--- config.mk ---
export PLATFORM = sky130hd
export DESIGN_NAME = pviu_top
export DESIGN_NICKNAME = d
export VERILOG_FILES = /design/src/pviu_pkg.sv /design/src/pviu_chan_if.sv /design/src/pviu_top.sv /design/src/pviu_unpacker.sv
export SDC_FILE = /design/constraint.sdc
export NUM_CORES = 1
export LEC_CHECK = 0
export ABC_AREA = 1
export BUFFER_PORTS_ARGS = -buffer_cell sky130_fd_sc_hd__buf_4
export CELL_PAD_IN_SITES_DETAIL_PLACEMENT = 0
export CELL_PAD_IN_SITES_GLOBAL_PLACEMENT = 2
export CORE_ASPECT_RATIO = 1.5
export CORE_UTILIZATION = 34
export DETAILED_ROUTE_END_ITERATION = 10
export GPL_TIMING_DRIVEN = 0
export HOLD_SLACK_MARGIN = 0.02
export PLACE_DENSITY = 0.89
export SLEW_MARGIN = 5
export SYNTH_ARGS = -nofsm -noshare
export SYNTH_HDL_FRONTEND = slang
export SYNTH_SLANG_ARGS = --single-unit
--- constraint.sdc ---
create_clock -name clk_sys -period 2.7 [get_ports clk_sys]
set_input_delay 0.54 -clock clk_sys [delete_from_list [all_inputs] [get_ports clk_sys]]
set_output_delay 0.54 -clock clk_sys [all_outputs]
set_load 0.005 [all_outputs]
--- src/pviu_pkg.sv ---
// shared constants, types and helpers of the packed vector injection unpacker
package pviu_pkg;

    // ========================================================
    // rates and widths
    localparam int FRAME_RATE_HZ    = 48000;   // stereo link frame rate
    localparam int CHAN_RATE_HZ     = 16000;   // unpacked channel rate
    localparam int FRAMES_PER_GROUP = FRAME_RATE_HZ / CHAN_RATE_HZ;
    localparam int USB_WIDTH_PACKED = 24;      // host-to-device width for packed input
    localparam int USB_WIDTH_PLAIN  = 16;      // default host-to-device width
    localparam int I2S_WIDTH        = 32;      // i2s word is always this wide
    localparam int SAMPLE_WIDTH     = 32;      // left-aligned internal sample
    localparam int NUM_DEST         = 4;

    // ========================================================
    // crossbar codes
    localparam logic [4:0] SRC_NATIVE       = 5'h00;  // live microphones and reference
    localparam logic [4:0] SRC_USB_UNPACKED = 5'h11;  // code 17
    localparam logic [4:0] SRC_I2S_UNPACKED = 5'h12;  // code 18
    localparam logic [2:0] DEST_FIRST       = 3'h4;   // microphone 0 to pipeline
    localparam logic [2:0] DEST_LAST        = 3'h7;   // reference 1 to pipeline

    // channel slots, in destination order
    localparam int CH_MIC0 = 0;
    localparam int CH_MIC1 = 1;
    localparam int CH_REF0 = 2;
    localparam int CH_REF1 = 3;

    // ========================================================
    // marker pairs {left lsb, right lsb} for each frame of a group
    localparam logic [1:0] MARK_FIRST  = 2'h2;
    localparam logic [1:0] MARK_SECOND = 2'h0;
    localparam logic [1:0] MARK_THIRD  = 2'h1;

    // position in the three-frame group
    typedef enum logic [2:0] {
        PH_FIRST  = 3'b001,
        PH_SECOND = 3'b010,
        PH_THIRD  = 3'b100
    } pviu_phase_e;

    typedef logic [3:0][SAMPLE_WIDTH-1:0] pviu_chan_t;

    // ========================================================
    // usb word to left-aligned audio, marker bit dropped
    function automatic logic [SAMPLE_WIDTH-1:0] pviu_usb_audio(
        input logic [SAMPLE_WIDTH-1:0] raw,
        input logic                    wide
    );
        if (wide) begin
            pviu_usb_audio = {raw[USB_WIDTH_PACKED-1:1], 9'h000};
        end else begin
            pviu_usb_audio = {raw[USB_WIDTH_PLAIN-1:1], 17'h00000};
        end
    endfunction

    // i2s word to audio, marker bit dropped
    function automatic logic [SAMPLE_WIDTH-1:0] pviu_i2s_audio(
        input logic [I2S_WIDTH-1:0] raw
    );
        pviu_i2s_audio = {raw[I2S_WIDTH-1:1], 1'b0};
    endfunction

endpackage

--- src/pviu_chan_if.sv ---
// link between the top and one unpacker
interface pviu_chan_if;
    import pviu_pkg::*;

    logic       frame_valid;   // one stereo frame this cycle
    logic [1:0] marks;         // {left lsb, right lsb}
    logic [SAMPLE_WIDTH-1:0] left;
    logic [SAMPLE_WIDTH-1:0] right;
    pviu_chan_t ch;            // unpacked channels
    logic       ch_valid;      // one pulse per clean group
    logic       muted;
    logic       marker_error;  // one pulse per bad frame

    modport feed (
        output frame_valid,
        output marks,
        output left,
        output right,
        input  ch,
        input  ch_valid,
        input  muted,
        input  marker_error
    );

    modport unpack (
        input  frame_valid,
        input  marks,
        input  left,
        input  right,
        output ch,
        output ch_valid,
        output muted,
        output marker_error
    );
endinterface

--- src/pviu_top.sv ---
// packed vector injection: usb and i2s unpackers behind the pipeline input crossbar
//
// How it works
// - A 48 kHz stereo stream is split into four 16 kHz channels, two microphone and two reference, for the pipeline front end.
// - The lowest bit of each word is the frame marker and only the bits above it are kept as audio.
// - A broken marker sequence mutes the unpacked channels instead of passing bad samples on.
// - Packed usb input uses 24-bit words instead of the default 16 at the default 48 kHz rate.
// - Source code 17 on destinations 4 to 7 feeds each one its own unpacked usb channel.
// - Source code 18 on destinations 4 to 7 feeds each one its own unpacked i2s channel.
// - Packed i2s input always uses 32-bit words with no width setting.
// - The crossbar may be rewritten while running but the usb format is fixed at boot.
module pviu_top
    import pviu_pkg::*;
(
    input  wire logic                    clk_sys,
    input  wire logic                    srst,
    input  wire logic                    usb_width_24_strap,
    input  wire logic                    usb_frame_valid,
    input  wire logic [SAMPLE_WIDTH-1:0] usb_left,
    input  wire logic [SAMPLE_WIDTH-1:0] usb_right,
    input  wire logic                    i2s_frame_valid,
    input  wire logic [I2S_WIDTH-1:0]    i2s_left,
    input  wire logic [I2S_WIDTH-1:0]    i2s_right,
    input  wire logic                    native_valid,
    input  wire pviu_chan_t              native_sample,
    input  wire logic                    route_wr,
    input  wire logic [2:0]              route_dest,
    input  wire logic [4:0]              route_src,
    output logic [SAMPLE_WIDTH-1:0]      pipeline_microphone_in_0,
    output logic [SAMPLE_WIDTH-1:0]      pipeline_microphone_in_1,
    output logic [SAMPLE_WIDTH-1:0]      pipeline_reference_in_0,
    output logic [SAMPLE_WIDTH-1:0]      pipeline_reference_in_1,
    output logic [NUM_DEST-1:0]          pipeline_valid,
    output logic                         usb_width_24,
    output logic                         usb_muted,
    output logic                         i2s_muted,
    output logic                         usb_marker_error,
    output logic                         i2s_marker_error
);

    // ========================================================
    // boot-time usb format, caught once after reset release
    logic boot_done;
    logic next_boot_done;
    logic usb_wide;
    logic next_usb_wide;

    always_comb begin
        next_boot_done = 1'b1;
        next_usb_wide  = usb_wide;
        if (!boot_done) begin
            next_usb_wide = usb_width_24_strap;
        end
    end

    // format never changes after the first cycle out of reset
    always_ff @(posedge clk_sys) begin
        if (srst) begin
            boot_done <= 1'b0;
            usb_wide  <= 1'b0;
        end else begin
            boot_done <= next_boot_done;
            usb_wide  <= next_usb_wide;
        end
    end

    // ========================================================
    // unpackers
    pviu_chan_if usb_link ();
    pviu_chan_if i2s_link ();

    // usb audio from the low 24 or 16 bits, marker in bit 0
    assign usb_link.frame_valid = usb_frame_valid;
    assign usb_link.marks       = {usb_left[0], usb_right[0]};
    assign usb_link.left        = pviu_usb_audio(usb_left, usb_wide);
    assign usb_link.right       = pviu_usb_audio(usb_right, usb_wide);

    // i2s words are always full width
    assign i2s_link.frame_valid = i2s_frame_valid;
    assign i2s_link.marks       = {i2s_left[0], i2s_right[0]};
    assign i2s_link.left        = pviu_i2s_audio(i2s_left);
    assign i2s_link.right       = pviu_i2s_audio(i2s_right);

    pviu_unpacker u_usb_unpack (
        .clk_sys (clk_sys),
        .srst    (srst),
        .link    (usb_link.unpack)
    );

    pviu_unpacker u_i2s_unpack (
        .clk_sys (clk_sys),
        .srst    (srst),
        .link    (i2s_link.unpack)
    );

    // ========================================================
    // crossbar table for destinations 4 to 7, writable any time
    logic [NUM_DEST-1:0][4:0] route;
    logic [NUM_DEST-1:0][4:0] next_route;
    logic [2:0]               dest_off;

    always_comb begin
        next_route = route;
        dest_off   = route_dest - DEST_FIRST;
        if (route_wr && route_dest >= DEST_FIRST && route_dest <= DEST_LAST) begin
            next_route[dest_off[1:0]] = route_src;
        end
    end

    always_ff @(posedge clk_sys) begin
        if (srst) begin
            route <= {NUM_DEST{SRC_NATIVE}};
        end else begin
            route <= next_route;
        end
    end

    // ========================================================
    // pipeline inputs, each destination takes its own channel slot
    pviu_chan_t          pipe;
    pviu_chan_t          next_pipe;
    logic [NUM_DEST-1:0] pvalid;
    logic [NUM_DEST-1:0] next_pvalid;

    always_comb begin
        next_pipe   = pipe;
        next_pvalid = '0;
        for (int d = 0; d < NUM_DEST; d++) begin
            if (route[d] == SRC_USB_UNPACKED) begin
                if (usb_link.ch_valid || usb_link.muted) begin
                    next_pipe[d] = usb_link.ch[d];
                end
                next_pvalid[d] = usb_link.ch_valid;
            end else if (route[d] == SRC_I2S_UNPACKED) begin
                if (i2s_link.ch_valid || i2s_link.muted) begin
                    next_pipe[d] = i2s_link.ch[d];
                end
                next_pvalid[d] = i2s_link.ch_valid;
            end else if (native_valid) begin
                next_pipe[d]   = native_sample[d];
                next_pvalid[d] = 1'b1;
            end
        end
    end

    always_ff @(posedge clk_sys) begin
        if (srst) begin
            pipe   <= '0;
            pvalid <= '0;
        end else begin
            pipe   <= next_pipe;
            pvalid <= next_pvalid;
        end
    end

    assign pipeline_microphone_in_0 = pipe[CH_MIC0];
    assign pipeline_microphone_in_1 = pipe[CH_MIC1];
    assign pipeline_reference_in_0  = pipe[CH_REF0];
    assign pipeline_reference_in_1  = pipe[CH_REF1];
    assign pipeline_valid           = pvalid;
    assign usb_width_24             = usb_wide;
    assign usb_muted                = usb_link.muted;
    assign i2s_muted                = i2s_link.muted;
    assign usb_marker_error         = usb_link.marker_error;
    assign i2s_marker_error         = i2s_link.marker_error;

    // ========================================================
    // checks
    AST_ROUTE_USB: assert property (@(posedge clk_sys) disable iff (srst)
        route[CH_MIC0] == SRC_USB_UNPACKED && usb_link.ch_valid
        |=> pipeline_valid[CH_MIC0] && pipeline_microphone_in_0 == $past(usb_link.ch[CH_MIC0]))
        else $error("usb channel not routed to microphone 0");

    AST_ROUTE_I2S: assert property (@(posedge clk_sys) disable iff (srst)
        route[CH_REF1] == SRC_I2S_UNPACKED && i2s_link.ch_valid
        |=> pipeline_valid[CH_REF1] && pipeline_reference_in_1 == $past(i2s_link.ch[CH_REF1]))
        else $error("i2s channel not routed to reference 1");

    AST_ROUTE_MUTE: assert property (@(posedge clk_sys) disable iff (srst)
        route[CH_MIC1] == SRC_USB_UNPACKED && usb_link.muted
        |=> pipeline_microphone_in_1 == '0)
        else $error("muted usb source reached the pipeline");

    AST_RUNTIME_ROUTE: assert property (@(posedge clk_sys) disable iff (srst)
        route_wr && route_dest == DEST_FIRST |=> route[CH_MIC0] == $past(route_src))
        else $error("runtime crossbar write lost");

    AST_BOOT_FIXED: assert property (@(posedge clk_sys) disable iff (srst)
        boot_done |=> $stable(usb_width_24))
        else $error("usb format changed at runtime");

    COV_USB_ROUTE: cover property (@(posedge clk_sys) disable iff (srst)
        route[CH_MIC0] == SRC_USB_UNPACKED && pipeline_valid[CH_MIC0]);
    COV_I2S_ROUTE: cover property (@(posedge clk_sys) disable iff (srst)
        route[CH_REF0] == SRC_I2S_UNPACKED && pipeline_valid[CH_REF0]);
    COV_USB_ERROR: cover property (@(posedge clk_sys) disable iff (srst)
        usb_marker_error);

endmodule

--- src/pviu_unpacker.sv ---
// three-frame marker checker and four-channel unpacker
module pviu_unpacker
    import pviu_pkg::*;
(
    input wire logic   clk_sys,
    input wire logic   srst,
    pviu_chan_if.unpack link
);

    // ========================================================
    // state
    pviu_phase_e phase;
    pviu_phase_e next_phase;
    pviu_chan_t  stage;
    pviu_chan_t  next_stage;
    pviu_chan_t  chan;
    pviu_chan_t  next_chan;
    logic        valid;
    logic        next_valid;
    logic        muted;
    logic        next_muted;
    logic        err;
    logic        next_err;
    logic        bad;

    // group walk: first frame holds mics, second refs, third is spare
    always_comb begin
        next_phase = phase;
        next_stage = stage;
        next_chan  = chan;
        next_valid = 1'b0;
        next_muted = muted;
        next_err   = 1'b0;
        bad        = 1'b0;
        if (link.frame_valid) begin
            unique case (phase)
                PH_FIRST: begin
                    if (link.marks == MARK_FIRST) begin
                        next_stage[CH_MIC0] = link.left;
                        next_stage[CH_MIC1] = link.right;
                        next_phase = PH_SECOND;
                    end else begin
                        bad = 1'b1;
                    end
                end
                PH_SECOND: begin
                    if (link.marks == MARK_SECOND) begin
                        next_stage[CH_REF0] = link.left;
                        next_stage[CH_REF1] = link.right;
                        next_phase = PH_THIRD;
                    end else begin
                        bad = 1'b1;
                    end
                end
                PH_THIRD: begin
                    if (link.marks == MARK_THIRD) begin
                        next_chan  = stage;
                        next_valid = 1'b1;
                        next_muted = 1'b0;
                        next_phase = PH_FIRST;
                    end else begin
                        bad = 1'b1;
                    end
                end
            endcase
            // bad marker: mute, then resync on a first-frame marker
            if (bad) begin
                next_err   = 1'b1;
                next_muted = 1'b1;
                next_chan  = '0;
                if (link.marks == MARK_FIRST) begin
                    next_stage[CH_MIC0] = link.left;
                    next_stage[CH_MIC1] = link.right;
                    next_phase = PH_SECOND;
                end else begin
                    next_phase = PH_FIRST;
                end
            end
        end
    end

    // registers, muted until the first clean group
    always_ff @(posedge clk_sys) begin
        if (srst) begin
            phase <= PH_FIRST;
            stage <= '0;
            chan  <= '0;
            valid <= 1'b0;
            muted <= 1'b1;
            err   <= 1'b0;
        end else begin
            phase <= next_phase;
            stage <= next_stage;
            chan  <= next_chan;
            valid <= next_valid;
            muted <= next_muted;
            err   <= next_err;
        end
    end

    assign link.ch           = chan;
    assign link.ch_valid     = valid;
    assign link.muted        = muted;
    assign link.marker_error = err;

    // ========================================================
    // checks
    AST_BAD_MUTES: assert property (@(posedge clk_sys) disable iff (srst)
        link.frame_valid && phase == PH_FIRST && link.marks != MARK_FIRST
        |=> link.muted && link.marker_error && link.ch == '0)
        else $error("bad marker did not mute");

    AST_MUTED_SILENT: assert property (@(posedge clk_sys) disable iff (srst)
        link.muted |-> link.ch == '0)
        else $error("muted output carries audio");

    AST_EMIT_CAUSE: assert property (@(posedge clk_sys) disable iff (srst)
        link.ch_valid |-> $past(phase) == PH_THIRD && $past(link.marks) == MARK_THIRD
        && $past(link.frame_valid) && !link.muted)
        else $error("group emitted without third-frame marker");

    AST_EMIT_SPACING: assert property (@(posedge clk_sys) disable iff (srst)
        link.ch_valid |=> !link.ch_valid [*2])
        else $error("groups closer than three frames");

    AST_LSB_DROPPED: assert property (@(posedge clk_sys) disable iff (srst)
        link.ch_valid |-> !link.ch[CH_MIC0][0] && !link.ch[CH_MIC1][0]
        && !link.ch[CH_REF0][0] && !link.ch[CH_REF1][0])
        else $error("marker bit left in audio");

    AST_MIC_STAGED: assert property (@(posedge clk_sys) disable iff (srst)
        link.frame_valid && link.marks == MARK_FIRST && phase != PH_THIRD
        |=> stage[CH_MIC0] == $past(link.left) && stage[CH_MIC1] == $past(link.right))
        else $error("first frame not staged to microphones");

    COV_CLEAN_GROUP: cover property (@(posedge clk_sys) disable iff (srst)
        link.muted ##1 link.ch_valid);
    COV_RESYNC: cover property (@(posedge clk_sys) disable iff (srst)
        link.marker_error ##[1:8] link.ch_valid);

endmodule
=== Word level (Yosys, flattened, before mapping) ===
Index checks and enable logic that the tools add are counted.

* Add/subtract/negate cells: 1
* Reductions and logical operators: 29
* Muxes and demuxes: 81
* Equality and inequality tests: 32
* Magnitude comparators: 4
* Bitwise gates (word level): 4

{| class="wikitable"
|+ Operators by type and width
! kind !! count
|-
| 128-bit two-way mux || 6
|-
| 32-bit two-way mux || 22
|-
| 64-bit two-way mux || 8
|-
| 5-bit == test, second input constant || 8
|-
| 1-bit two-way mux || 28
|-
| 3-bit two-way mux || 8
|-
| 3-bit AND reduction || 8
|-
| 20-bit bitwise mux || 1
|-
| 3-bit by 1-bit inequality test with 1-bit output, second input constant || 6
|-
| 3-bit case mux with 3 select lines || 2
|-
| 3-bit nonzero test || 4
|-
| 5-bit demux with 2-bit select || 1
|-
| 3-bit inequality test, second input constant || 3
|-
| 4-bit AND reduction || 2
|-
| 2-bit nonzero test || 4
|-
| 3-bit by 1-bit == test with 1-bit output, second input constant || 2
|-
| 3-bit by 2-bit == test with 1-bit output, second input constant || 2
|-
| 3-bit == test, second input constant || 2
|-
| 2-bit inequality test, second input constant || 3
|-
| 1-bit case mux with 3 select lines || 2
|-
| 3-bit OR reduction || 2
|-
| 5-bit two-way mux || 1
|-
| 2-bit by 1-bit == test with 1-bit output, second input constant || 2
|-
| 2-bit == test, second input constant || 2
|-
| other kinds (13) || 22
|}

* Output and inout port bits: 137
* Input bits: 271
* Logic and storage cells: 186
* Flip-flop bits (word level): 676

=== Depth between registers and ports, before layout ===
* Depth in word-level cells: 6
* Mapped depth: 11
* Mapped depth without buffers: 10

=== Modules after synthesis ===
From an unflattened synthesis, not the netlist that was laid out.

* Cell total of the unflattened synthesis: 4530
* Area, all modules: 30057.6 um2

{| class="wikitable"
|+ By module, submodules not included
! module !! times used !! sequential area each (um2) !! area each (um2) !! cells each
|-
| pviu_unpacker || 2 || 5245.0 || 9619.2 || 1237
|-
| pviu_top || 1 || 3083.0 || 10819.1 || 2056
|}

=== Least setup slack after synthesis ===
Ideal clock, no wire load.

* Path type: input to register
* Start: input port usb_frame_valid
* End: register u_usb_unpack.stage[119] in the netlist's numbering
* Path buffers: 3
* Required time: 2630 ps
* Setup slack: 965 ps
* Stages: 8
* Setup time: 70 ps
* Arrival: 1664 ps
* Cell sequence: clkbuf_1 inv_1 nor2_1 nand3_1 buf_2 clkbuf_1 or2_2 a21oi_1

* Word-level cells in the longest chain between the ends: 1

{| class="wikitable"
|+ RTL lines
! item !! line !! text
|-
| start: declaration || pviu_top.sv:18 || <nowiki>input wire logic usb_frame_valid,</nowiki>
|-
| 3-bit AND reduction (no line) || n/a ||
|-
| end signal: assignment || pviu_unpacker.sv:93 || <nowiki>stage <= next_stage;</nowiki>
|-
| end: declaration || pviu_unpacker.sv:14 || <nowiki>pviu_chan_t stage;</nowiki>
|}

No other way between the ends.
A chain may end at the register's enable or synchronous reset.

=== Worst setup path in the final report ===
* Start: input port srst
* End: register pvalid[1] (netlist: pipeline_valid[1])

{| class="wikitable"
|+ RTL lines
! item !! line !! text
|-
| start: declaration || pviu_top.sv:16 || <nowiki>input wire logic srst,</nowiki>
|-
| end signal: assignment || pviu_top.sv:152 || <nowiki>pvalid <= next_pvalid;</nowiki>
|-
| end: declaration || pviu_top.sv:122 || <nowiki>logic [NUM_DEST-1:0] pvalid;</nowiki>
|}

No word-level cell between the ends.

==> results by group <==
Critical path
  – CP Capture Point: pipeline_valid[1]$_SDFF_PP0_
  – Crit path kind: primary input to flip-flop
  – Worst Path Arrival: 3.20 ns
  – Reg2Reg Depth: 7
  – R2R Path Start: u_usb_unpack.link.ch_valid$_SDFF_PP0_
  – CP Launch Type: primary input
  – Reg-to-Reg End: pipeline_reference_in_1[6]$_SDFFE_PP0P_
  – Crit path max fanout: 10
  – Worst Setup SP: srst
  – Crit path required time: 3.25 ns
  – Worst reg-to-reg setup slack: 0.24 ns
  – Worst setup EP type: flip-flop

Global route
  – GR Util met2: 0.509
  – Initial antenna violation count: 2
  – Busiest layer in global routing: met2
  – First-pass GRT wire length: 181000 um
  – Overall Global Routing Usage: 0.294
  – Pin count of the biggest net entering global routing: 15
  – Met1 Track Usage GR: 0.354
  – Vias in the first global route: 27830
  – Grt met3 use: 0.0402
  – Gr ovfl total: 0

CTS
  – Cts bufs inserted: 66
  – Max clock buf depth: 3
  – H-tree depth: 3
  – Clk root buf: clkbuf_16
  – CTS tree: done
  – Clk_lat worst skew: 0.63 ns
  – Clock-pin slew on the worst setup and hold paths: 0.06 ns
  – Post-CTS Setup Bufs: 0
  – Clock sink total: 638

Timing
  – Minimum clock period: 2.65 ns
  – RSZ-0062 raised after global routing: no
  – Period utilization: 0.980
  – Clock skew: 0.0314 ns
  – Worst slew margin: 0.108
  – Max Transition Viols Final: 0
  – Final hold violations: 0
  – Max Fclk: 378 MHz
  – Final setup vio count: 0
  – Worst Max-Slew Pin Slew: 1.34 ns

Place
  – DPL Wire Length: 101000 um
  – Port Buf Inserts: 389
  – GPL Wtd Cong: 0.961

Detailed routing
  – Initial DRC count: 2213
  – Vias: 28912
  – Routed wire length: 126000 um
  – Router iterations before antenna repair: 5
  – Residual DRC: 0
  – Vias per cell: 4.92
  – Post-DRT Antenna Nets: 0
  – Routed WL per cell: 21.5 um

Synth
  – Post-synthesis cell type count: 29
  – Post-synth top area share: 0.450
  – Synth Warn #: 0
  – Leading cell type by number of instances after synthesis: nand2_1
  – Top cells by count, synth: 997 x nand2_1, 734 x nor2_1, 638 x dfxtp_1
  – FFs w/ async S/R, synth: 0
  – Register area share after synthesis: 0.450
  – Post-synth EDFFs: 0
  – Mapped Area: 28400 sq um
  – Synth top area cells: dfxtp_1 45%, nand2_1 13%, nor2_1 9.7%
  – Avg Cell Area, Syn: 6.67 sq um
  – Syn nets: 4526
  – Synth area leader: dfxtp_1
  – Cells after Synth: 4255
  – Synthesized flop and latch total: 638
  – Synth Flop Type: dfxtp_1

Floorplan
  – Initial Util: 0.344
  – Num rows: 129
  – Die area: 84600 sq um
  – Chip height: 356 um
  – Ports: 408
  – Core area: 82500 sq um
  – Die width: 238 um

Cells and area
  – Final #Nets: 4983
  – Syn-to-layout area delta: 23.1%
  – Number of fill cells: 9143
  – Share of layout cells above drive strength 1: 0.132
  – Core Util, Final: 0.423

Power and ir drop
  – Power per cell area: 645 nW/um^2
  – LEAKAGE: 15.9 nW
  – Max VDD drop: 0.000406 V
  – Total power: 22.5 mW

Hold path
  – Min-delay src: i2s_left[29]
  – Class of the tightest hold or removal check: primary input to flip-flop

Run
  – # Max-Cap Violations: 0

Outcome
  – Status: finished, final reports clean
[where the power goes]
group / internal (mW) / leakage, nW / total, mW / switching [mW]
sequential: 9.83 / 5.22 / 10.1 / 0.286
combinational: 1.02 / 9.60 / 2.76 / 1.74
clock: 5.60 / 1.09 / 9.63 / 4.04
[layer usage]
layer  part of all wire  wire length, um  vias to the layer above
li1                   -                -                    14332
met1               0.42            52400                    13426
met2               0.48            60600                      924
met3              0.052             6590                      226
met4              0.052             6510                        4
met5            0.00026               33                        -
[cells in the final DEF (no fill, tap or decap), types with 3 or more instances in the layout]
master | synthesis | final
nand2_1 | 997 | 997
nor2_1 | 734 | 734
dfxtp_1 | 638 | 638
inv_1 | 437 | 437
nand3_1 | 419 | 419
buf_4 | 3 | 392
a21oi_1 | 322 | 322
clkbuf_1 | 198 | 208
o21ai_0 | 148 | 148
o211ai_1 | 126 | 126
buf_2 | 87 | 87
clkbuf_16 | 0 | 71
nand4_1 | 39 | 39
or2_2 | 35 | 35
buf_1 | 28 | 28
clkbuf_8 | 0 | 12
or2_1 | 10 | 10
clkinv_2 | 0 | 10
mux2i_1 | 6 | 6
nor3_1 | 6 | 6
bufinv_16 | 0 | 5
inv_2 | 4 | 4
o221ai_1 | 3 | 3
[how the worst min path moves through the flow]
stage | end | slack (ns) | cells after the start
final | u_i2s_unpack.stage[93]$_SDFFE_PP0P_ | 0.19 | 3
after global routing | u_i2s_unpack.stage[97]$_SDFFE_PP0P_ | 0.18 | 3
after CTS | u_i2s_unpack.stage[93]$_SDFFE_PP0P_ | 0.16 | 3
after detailed placement | usb_width_24$_SDFFE_PP0N_ | 0.42 | 1
after global placement | usb_width_24$_SDFFE_PP0N_ | 0.42 | 1
after floorplan | usb_width_24$_SDFFE_PP0N_ | 0.40 | 1
[kinds of logic (layout without fill, tap and decap cells)]
logic type             after synthesis  in the layout  share of synthesized area
buffers and inverters              758           1261                      0.104
AND/OR/NAND/NOR                   2249           2249                      0.325
flip-flops                         638            638                      0.450
other                                0              1                          0
multiplexers                         6              6                    0.00212
AO/OA/AOI/OAI                      604            604                      0.118
[layout make-up]
cell class	count	area (sq um)	area share
multi-input cells	2859	12600	0.362
clock inverters	19	233	0.00666
flip-flops and latches	638	12800	0.366
diodes	1	2.50	0.0000717
plain buffers	316	1310	0.0376
clock buffers	95	1990	0.0569
inverters	442	1660	0.0475
well taps	1113	1390	0.0399
repair buffers	389	2920	0.0836
[what timing repair did]
action,4_1_cts,5_1_grt
endpoints found under the setup margin,0,10
gates resized for setup,0,5
hold buffers,0,0
[critical path, cell delays in order]
cell,delay [ns]
clkbuf_1,0.20
clkinv_1,0.17
clkbuf_1,0.69
clkdlybuf4s15_1,0.94
o221ai_1,0.47
inv_1,0.18
[stage by stage]
stage	instance area [sq um]	hold WS, ns	std cells	setup TNS [ns]	setup slack (ns)
after detailed placement	32700	0.420	5757	-26.04	-0.635
after global placement	32700	0.415	5757	-21.41	-0.596
after floorplan	28400	0.405	4255	0	0.965
final	34900	0.186	5872	0	0.0536
after CTS	34900	0.157	5871	0	0.00581
after global routing	34900	0.179	5871	0	0.0380
No activity file was read; power rests on OpenSTA's default activity.
